<file path="config.mk">
export PLATFORM = sky130hd
export DESIGN_NAME = counter_array
export DESIGN_NICKNAME = d
export VERILOG_FILES = /design/src/hw/cca_pkg.sv /design/src/hw/counter_array.sv
export VERILOG_INCLUDE_DIRS = /design/src /design/src/hw
export SDC_FILE = /design/constraint.sdc
export NUM_CORES = 1
export LEC_CHECK = 0
export BUFFER_PORTS_ARGS = -buffer_cell sky130_fd_sc_hd__buf_4
export CAP_MARGIN = 30
export CORE_MARGIN = 10
export CORE_UTILIZATION = 65
export CTS_BUF_LIST = sky130_fd_sc_hd__clkbuf_4
export DETAILED_ROUTE_END_ITERATION = 10
export PLACE_DENSITY = 0.85
export SLEW_MARGIN = 20
export SYNTH_ARGS = -nofsm -noshare
export SYNTH_HDL_FRONTEND = slang
export SYNTH_SLANG_ARGS = --single-unit
</file>
<file path="constraint.sdc">
create_clock -name clk_sys -period 4.3 [get_ports clk_sys]
set_input_delay 0.86 -clock clk_sys [delete_from_list [all_inputs] [get_ports clk_sys]]
set_output_delay 0.86 -clock clk_sys [all_outputs]
set_load 0.05 [all_outputs]
</file>
<file path="src/hw/cca_defines.svh">
// Constants for the five-module counter array: register indices,
// mode and control bit positions, reset values.
// Assumes an APB slave where byte address = 4 * register index.
//
// What this block does
// - Either capture enable set puts the module into capture mode.
// - Capture mode watches the module input pin for enabled edges.
// - A valid edge copies both counter bytes into the compare bytes.
// - Module interrupt only when its event flag and flag enable are set.
// - Compare and match enables set: counter equal to compare raises match.
// - Writing the low compare byte clears compare enable.
// - Writing the high compare byte sets compare enable.
// - Compare enable stays readable and writable in the mode register.
// - Toggle, match and compare enables set, PWM clear: pin inverts on each match.
// - PWM: pin low while counter low byte below active byte, else high.
// - PWM active byte reloads from high compare byte on low-byte wrap.
// - PWM runs only with both the PWM bit and compare enable set.
// - Every module uses the one shared counter as time base.
// - Only module 4 can be a watchdog; otherwise it works normally.
// - Watchdog compares module 4 compare value to counter as in compare.
// - Watchdog match issues an internal reset, never the reset pin.
// - Clearing watchdog enable blocks the watchdog reset until set again.
// - Match enable set: a match sets the module event flag.
`ifndef CCA_DEFINES_SVH
`define CCA_DEFINES_SVH

`define CCA_IDX_CNT_LO 8'he9
`define CCA_IDX_CNT_HI 8'hf9
`define CCA_IDX_CMP_LO 8'hea
`define CCA_IDX_CMP_HI 8'hfa
`define CCA_IDX_MODE 8'hda
`define CCA_IDX_CTRL 8'hd8

`define CCA_MODE_COMPARE_ENABLE 6
`define CCA_MODE_RISE 5
`define CCA_MODE_FALL 4
`define CCA_MODE_MAT 3
`define CCA_MODE_TOG 2
`define CCA_MODE_PWM 1
`define CCA_MODE_IE 0
`define CCA_MODE_MASK 8'h7f

`define CCA_CTRL_RUN 6
`define CCA_CTRL_WATCHDOG_ENABLE 7

`define CCA_BYTE_RESET 8'h00
`define CCA_BYTE_MAX 8'hff
`define CCA_WDT_MODULE 4

`endif

</file>
<file path="src/hw/cca_pkg.sv">
// Types shared by the counter array design.
// Assumes cca_defines.svh supplies all numeric constants.
`default_nettype none
package cca_pkg;
  typedef enum logic [1:0] {
    PIN_IDLE = 2'b00,
    PIN_TOGGLE = 2'b01,
    PIN_PWM = 2'b10
  } pin_mode_t;
endpackage
`default_nettype wire

</file>
<file path="src/hw/counter_array.sv">
// Five-module capture/compare/PWM counter array with APB registers.
// Assumes synchronous pin inputs, one clock, zero-wait APB master.
//
// The APB register port was chosen for this implementation.
`include "cca_defines.svh"
`default_nettype none
module counter_array #(
  parameter int N_MOD = 5,
  parameter int AW = 10
) (
  input wire logic clk_sys,
  input wire logic reset_n,
  input wire logic psel,
  input wire logic penable,
  input wire logic pwrite,
  input wire logic [AW-1:0] paddr,
  input wire logic [31:0] pwdata,
  output logic [31:0] prdata,
  output logic pready,
  output logic pslverr,
  input wire logic count_tick,
  input wire logic [N_MOD-1:0] module_pin_in,
  output logic [N_MOD-1:0] module_pin_out,
  output logic [N_MOD-1:0] module_pin_oe,
  output logic [N_MOD-1:0] module_irq,
  output logic watchdog_reset
);

  function automatic logic hit(input logic [7:0] idx,
                               input logic [7:0] target);
    hit = (idx == target);
  endfunction

  logic [15:0] cnt_reg;
  logic adv_reg;
  logic [7:0] ctrl_reg;
  logic [N_MOD-1:0] flag_reg;
  logic [7:0] mode_reg [N_MOD];
  logic [7:0] cmp_lo_reg [N_MOD];
  logic [7:0] cmp_hi_reg [N_MOD];
  logic [7:0] pwm_lo_reg [N_MOD];
  logic [N_MOD-1:0] pin_prev_reg;
  logic [N_MOD-1:0] cap_ev;
  logic [N_MOD-1:0] match;
  logic [N_MOD-1:0] pwm_act;
  logic [7:0] idx;
  logic wr_en;
  logic setup;
  logic tick;
  logic wrap;
  logic cnt_wr;
  logic [7:0] rd_data;
  logic rd_ok;

  assign idx = paddr[AW-1:2];
  assign setup = psel && !penable;
  assign wr_en = psel && penable && pready && pwrite;
  assign tick = count_tick && ctrl_reg[`CCA_CTRL_RUN];
  assign wrap = tick && (cnt_reg[7:0] == `CCA_BYTE_MAX);
  assign cnt_wr = wr_en && (hit(idx, `CCA_IDX_CNT_LO) ||
                            hit(idx, `CCA_IDX_CNT_HI));

  // Per-module event decode
  always_comb begin
    for (int i = 0; i < N_MOD; i++) begin
      cap_ev[i] = (mode_reg[i][`CCA_MODE_RISE] &&
                   module_pin_in[i] && !pin_prev_reg[i]) ||
                  (mode_reg[i][`CCA_MODE_FALL] &&
                   !module_pin_in[i] && pin_prev_reg[i]);
      match[i] = adv_reg && mode_reg[i][`CCA_MODE_COMPARE_ENABLE] &&
                 mode_reg[i][`CCA_MODE_MAT] &&
                 ({cmp_hi_reg[i], cmp_lo_reg[i]} == cnt_reg);
      pwm_act[i] = mode_reg[i][`CCA_MODE_PWM] &&
                   mode_reg[i][`CCA_MODE_COMPARE_ENABLE];
    end
  end

  // Read mux
  always_comb begin
    rd_data = `CCA_BYTE_RESET;
    rd_ok = 1'b1;
    if (hit(idx, `CCA_IDX_CNT_LO)) begin
      rd_data = cnt_reg[7:0];
    end else if (hit(idx, `CCA_IDX_CNT_HI)) begin
      rd_data = cnt_reg[15:8];
    end else if (hit(idx, `CCA_IDX_CTRL)) begin
      rd_data = ctrl_reg | 8'(flag_reg);
    end else begin
      rd_ok = 1'b0;
      for (int i = 0; i < N_MOD; i++) begin
        if (hit(idx, 8'(`CCA_IDX_MODE + i))) begin
          rd_data = mode_reg[i];
          rd_ok = 1'b1;
        end
        if (hit(idx, 8'(`CCA_IDX_CMP_LO + i))) begin
          rd_data = cmp_lo_reg[i];
          rd_ok = 1'b1;
        end
        if (hit(idx, 8'(`CCA_IDX_CMP_HI + i))) begin
          rd_data = cmp_hi_reg[i];
          rd_ok = 1'b1;
        end
      end
    end
  end

  // APB answer: ready in the first access cycle
  always_ff @(posedge clk_sys or negedge reset_n) begin
    if (!reset_n) begin
      pready <= 1'b0;
      pslverr <= 1'b0;
      prdata <= 32'h0000_0000;
    end else begin
      pready <= setup;
      pslverr <= setup && !rd_ok;
      if (setup && !pwrite) begin
        prdata <= {24'h00_0000, rd_data};
      end
    end
  end

  // Shared counter
  always_ff @(posedge clk_sys or negedge reset_n) begin
    if (!reset_n) begin
      cnt_reg <= 16'h0000;
      adv_reg <= 1'b0;
    end else begin
      adv_reg <= tick || cnt_wr;
      if (wr_en && hit(idx, `CCA_IDX_CNT_LO)) begin
        cnt_reg[7:0] <= pwdata[7:0];
      end else if (wr_en && hit(idx, `CCA_IDX_CNT_HI)) begin
        cnt_reg[15:8] <= pwdata[7:0];
      end else if (tick) begin
        cnt_reg <= cnt_reg + 16'h0001;
      end
    end
  end

  // Control register: run, watchdog enable
  always_ff @(posedge clk_sys or negedge reset_n) begin
    if (!reset_n) begin
      ctrl_reg <= `CCA_BYTE_RESET;
    end else if (wr_en && hit(idx, `CCA_IDX_CTRL)) begin
      ctrl_reg <= {pwdata[`CCA_CTRL_WATCHDOG_ENABLE], pwdata[`CCA_CTRL_RUN], 6'h00};
    end
  end

  // Event flags: write zero clears, hardware set wins
  always_ff @(posedge clk_sys or negedge reset_n) begin
    if (!reset_n) begin
      flag_reg <= '0;
    end else begin
      for (int i = 0; i < N_MOD; i++) begin
        if (match[i] || cap_ev[i]) begin
          flag_reg[i] <= 1'b1;
        end else if (wr_en && hit(idx, `CCA_IDX_CTRL) && !pwdata[i]) begin
          flag_reg[i] <= 1'b0;
        end
      end
    end
  end

  // Mode registers and compare enable side effects
  always_ff @(posedge clk_sys or negedge reset_n) begin
    if (!reset_n) begin
      for (int i = 0; i < N_MOD; i++) begin
        mode_reg[i] <= `CCA_BYTE_RESET;
      end
    end else begin
      for (int i = 0; i < N_MOD; i++) begin
        if (wr_en && hit(idx, 8'(`CCA_IDX_MODE + i))) begin
          mode_reg[i] <= pwdata[7:0] & `CCA_MODE_MASK;
        end else if (wr_en && hit(idx, 8'(`CCA_IDX_CMP_LO + i))) begin
          mode_reg[i][`CCA_MODE_COMPARE_ENABLE] <= 1'b0;
        end else if (wr_en && hit(idx, 8'(`CCA_IDX_CMP_HI + i))) begin
          mode_reg[i][`CCA_MODE_COMPARE_ENABLE] <= 1'b1;
        end
      end
    end
  end

  // Compare bytes: capture load beats software write
  always_ff @(posedge clk_sys or negedge reset_n) begin
    if (!reset_n) begin
      for (int i = 0; i < N_MOD; i++) begin
        cmp_lo_reg[i] <= `CCA_BYTE_RESET;
        cmp_hi_reg[i] <= `CCA_BYTE_RESET;
      end
    end else begin
      for (int i = 0; i < N_MOD; i++) begin
        if (cap_ev[i]) begin
          cmp_lo_reg[i] <= cnt_reg[7:0];
          cmp_hi_reg[i] <= cnt_reg[15:8];
        end else begin
          if (wr_en && hit(idx, 8'(`CCA_IDX_CMP_LO + i))) begin
            cmp_lo_reg[i] <= pwdata[7:0];
          end
          if (wr_en && hit(idx, 8'(`CCA_IDX_CMP_HI + i))) begin
            cmp_hi_reg[i] <= pwdata[7:0];
          end
        end
      end
    end
  end

  // PWM active low byte
  always_ff @(posedge clk_sys or negedge reset_n) begin
    if (!reset_n) begin
      for (int i = 0; i < N_MOD; i++) begin
        pwm_lo_reg[i] <= `CCA_BYTE_RESET;
      end
    end else begin
      for (int i = 0; i < N_MOD; i++) begin
        if (wrap) begin
          pwm_lo_reg[i] <= cmp_hi_reg[i];
        end
      end
    end
  end

  // Pin sampling for edge detection
  always_ff @(posedge clk_sys or negedge reset_n) begin
    if (!reset_n) begin
      pin_prev_reg <= '0;
    end else begin
      pin_prev_reg <= module_pin_in;
    end
  end

  // Module pin drive
  always_ff @(posedge clk_sys or negedge reset_n) begin
    cca_pkg::pin_mode_t pm;
    if (!reset_n) begin
      module_pin_out <= '0;
      module_pin_oe <= '0;
    end else begin
      for (int i = 0; i < N_MOD; i++) begin
        pm = pwm_act[i] ? cca_pkg::PIN_PWM :
             (mode_reg[i][`CCA_MODE_TOG] && mode_reg[i][`CCA_MODE_COMPARE_ENABLE])
             ? cca_pkg::PIN_TOGGLE : cca_pkg::PIN_IDLE;
        case (pm)
          cca_pkg::PIN_PWM: begin
            module_pin_out[i] <= (cnt_reg[7:0] >= pwm_lo_reg[i]);
            module_pin_oe[i] <= 1'b1;
          end
          cca_pkg::PIN_TOGGLE: begin
            if (match[i]) begin
              module_pin_out[i] <= !module_pin_out[i];
            end
            module_pin_oe[i] <= 1'b1;
          end
          default: begin
            module_pin_oe[i] <= 1'b0;
          end
        endcase
      end
    end
  end

  // Interrupt requests and watchdog
  always_ff @(posedge clk_sys or negedge reset_n) begin
    if (!reset_n) begin
      module_irq <= '0;
      watchdog_reset <= 1'b0;
    end else begin
      for (int i = 0; i < N_MOD; i++) begin
        module_irq[i] <= flag_reg[i] && mode_reg[i][`CCA_MODE_IE];
      end
      watchdog_reset <= match[`CCA_WDT_MODULE] &&
                        ctrl_reg[`CCA_CTRL_WATCHDOG_ENABLE];
    end
  end
endmodule
`default_nettype wire

</file>
==> reports/qor.csv <==
metric,value,unit
status,finished clean,
required,4.91,ns
final_cells,1780,
finalCritPeriodShare,63.0,%
cp_max_fo,56,
layout-drive-gt1-share,14.9,%
grt_max_degree,102,
worst_clock_skew,0.0710,ns
critical_path_arrival,3.32,ns
postRouteAntennaNets,0,
reg2reg_setup_slack,1.71,ns
tightest_slew,0.981,ns
cp-end-kind,flop,
place.gp.congestion,1.06,
rr_worst_depth,6,
r2r-end,cnt_reg[8],
synth_top_area_share,40.5,%
synth_area,13000,um^2
ioPinCount,103,
antenna_found_initial,1,
cts_buffers,55,
start_util,66.5,%
finalSetupViolCount,0,
rows,51,
htree_levels,2,
grt_pass1_wl,65800,um
path_cells,"buf_4, nand4_1, buf_4, nor2_2, nand2_1, a21oi_2, a21oi_1, a21oi_1",
drc_errors,0,
max_freq,369,MHz
nets,1573,
finalPower,4150,uW
die_w,161,um
final.min_clock_period,2.71,ns
grt_usage,32.0,%
vias,11800,
firstDrtPassIters,8,
cp_top_family,simple AND/OR/NAND/NOR gates,
report.final.slew_viol_count,0,
clk_latency,0.71,ns
portBuffers,52,
yosysSeqAreaShare,40.5,%
ys_seq_elements,210,
overflow,0,
post_drt_wl_per_cell,24.0,um
path_clk_slew,0.06,ns
synthArstFlopShare,100,%
wirelength,42800,um
slowest_delay,0.57,ns
leakagePower,0.00623,uW
grt_setup_unrepaired,no,
dpl.hpwl,28000,um
synth_edf_count,0,
ir_drop,0.275,mV
synth_ff_type,dfrtp_1,
p_per_area,294,nW/um^2
fin_setup_tns,0,ns
design_area,14100,um^2
synth_largest_area_cell,dfrtp_1,
root_buffer,clkbuf_4,
place_area,13400,um^2
synth_area_leaders,"dfrtp_1 40%, o21ai_0 6.8%, mux2i_1 6.6%",
holdWs,0.190,ns
die_area,26000,um^2
die_h,161,um
reg2reg_from,cnt_reg[2],
drv_cap,0,
synthCells,1452,
cts_tree,built,
setup.worst_path.class,input pin to flop,
via_per_inst,6.61,
area_growth,8.68,%
finalHoldViolCount,0,
worst_setup_path_start_kind,input pin,
hold_class,input pin to asynchronous set/reset pin,
postCtsSetupBuffers,0,
postSynthAreaPerCell,8.94,um^2
core-area,19500,um^2
critPathBufInv,2,
max_slew_margin,34.6,%
clk_path_buf_depth,3,
cts_resized,0,
slowest_stage,a21oi_2,
yosysWarnings,0,
synthDistinctLibCells,78,
grt_pass1_vias,11500,
drtIter0Drc,1528,
dpl.cell_count,1686,
clock-sinks,210,
holdBufCountCts,0,
-- worst max path at each step --
stage | start | end | slack (ns) | cells after the start
after floorplan | paddr[9] | prdata[2] | 1.78 | 9
after global placement | paddr[6] | cnt_reg[11] | 1.05 | 8
after detailed placement | paddr[6] | cnt_reg[9] | 0.98 | 8
after CTS | paddr[6] | cnt_reg[9] | 1.70 | 8
after global routing | paddr[6] | cnt_reg[9] | 1.47 | 8
final | paddr[6] | cnt_reg[11] | 1.59 | 8
-- kinds of logic after synthesis --
group / count (synthesis) / share of synthesized area, %
multiplexers: 117 / 9.33
XOR/XNOR: 87 / 5.87
AO/OA/AOI/OAI: 388 / 18.1
other: 1 / 0.0289
AND/OR/NAND/NOR: 425 / 15.8
flip-flops: 210 / 40.5
adder cells (fa/ha/maj): 41 / 3.95
buffers and inverters: 183 / 6.40
-- per-layer routing --
| layer | vias up | GRT usage (%) | wire, um |
|---|---|---|---|
| li1 | 5169 | - | - |
| met1 | 5539 | 40.2 | 15600 |
| met2 | 832 | 50.0 | 19300 |
| met3 | 226 | 6.81 | 4980 |
| met4 | 0 | 18.7 | 2890 |
| met5 | - | 0 | 0 |
-- where the power goes --
group          internal [uW]  leakage [uW]  total [uW]  switching, uW
logic                    102       0.00316         405            303
registers               2000       0.00266        2020           21.4
clock network            884      0.000401        1730            847
total                   2980       0.00623        4150           1170
-- area by class of cell --
cell class / instances / area (um^2)
clock inverter: 7 / 30.0
inverter: 49 / 184
sequential: 210 / 5260
multi-input combinational: 1082 / 7020
tap: 265 / 332
timing repair buffer: 81 / 654
clock buffer: 85 / 638
antenna: 1 / 2.50
fill: 1481 / 5420
-- layout by cell type, fill, tap and decap left out, types with 7 or more instances in the layout --
cell      count
and3_1       10
conb_1       24
buf_4        74
o21ai_1      16
mux2_2       32
nand3_1      29
o21ai_0     177
ha_1         41
xnor2_1      65
dfrtp_1     210
nand2_1     206
nor3_1       19
nor2_2       10
a22oi_1       9
inv_1        49
nand4_1      26
mux2i_1      85
xor2_1       22
nand3b_1      7
o221ai_1     14
a21o_1       20
nor2b_1       9
and2_1        8
nor2_1       55
clkbuf_4     85
a21oi_1      64
-- synth_stat cells, drive strengths merged (9+ instances only) --
cell    count
nand2     206
and2       10
nand3      29
o21ai     195
nor2       67
dfrtp     210
inv        49
xnor2      65
and3       10
nand4      26
clkbuf     78
a22oi       9
nor3       21
a21oi      65
ha         41
nor2b       9
mux2i      85
o221ai     14
a21o       20
xor2       22
buf        56
mux2       32
-- per-stage QoR --
stage,utilization [%],setup slack (ns)
after detailed placement,68.8,0.983
after floorplan,-,1.78
after global routing,72.3,1.47
after global placement,68.5,1.05
after CTS,72.2,1.70
final,72.3,1.59
No activity file was read; power rests on OpenSTA's default activity.
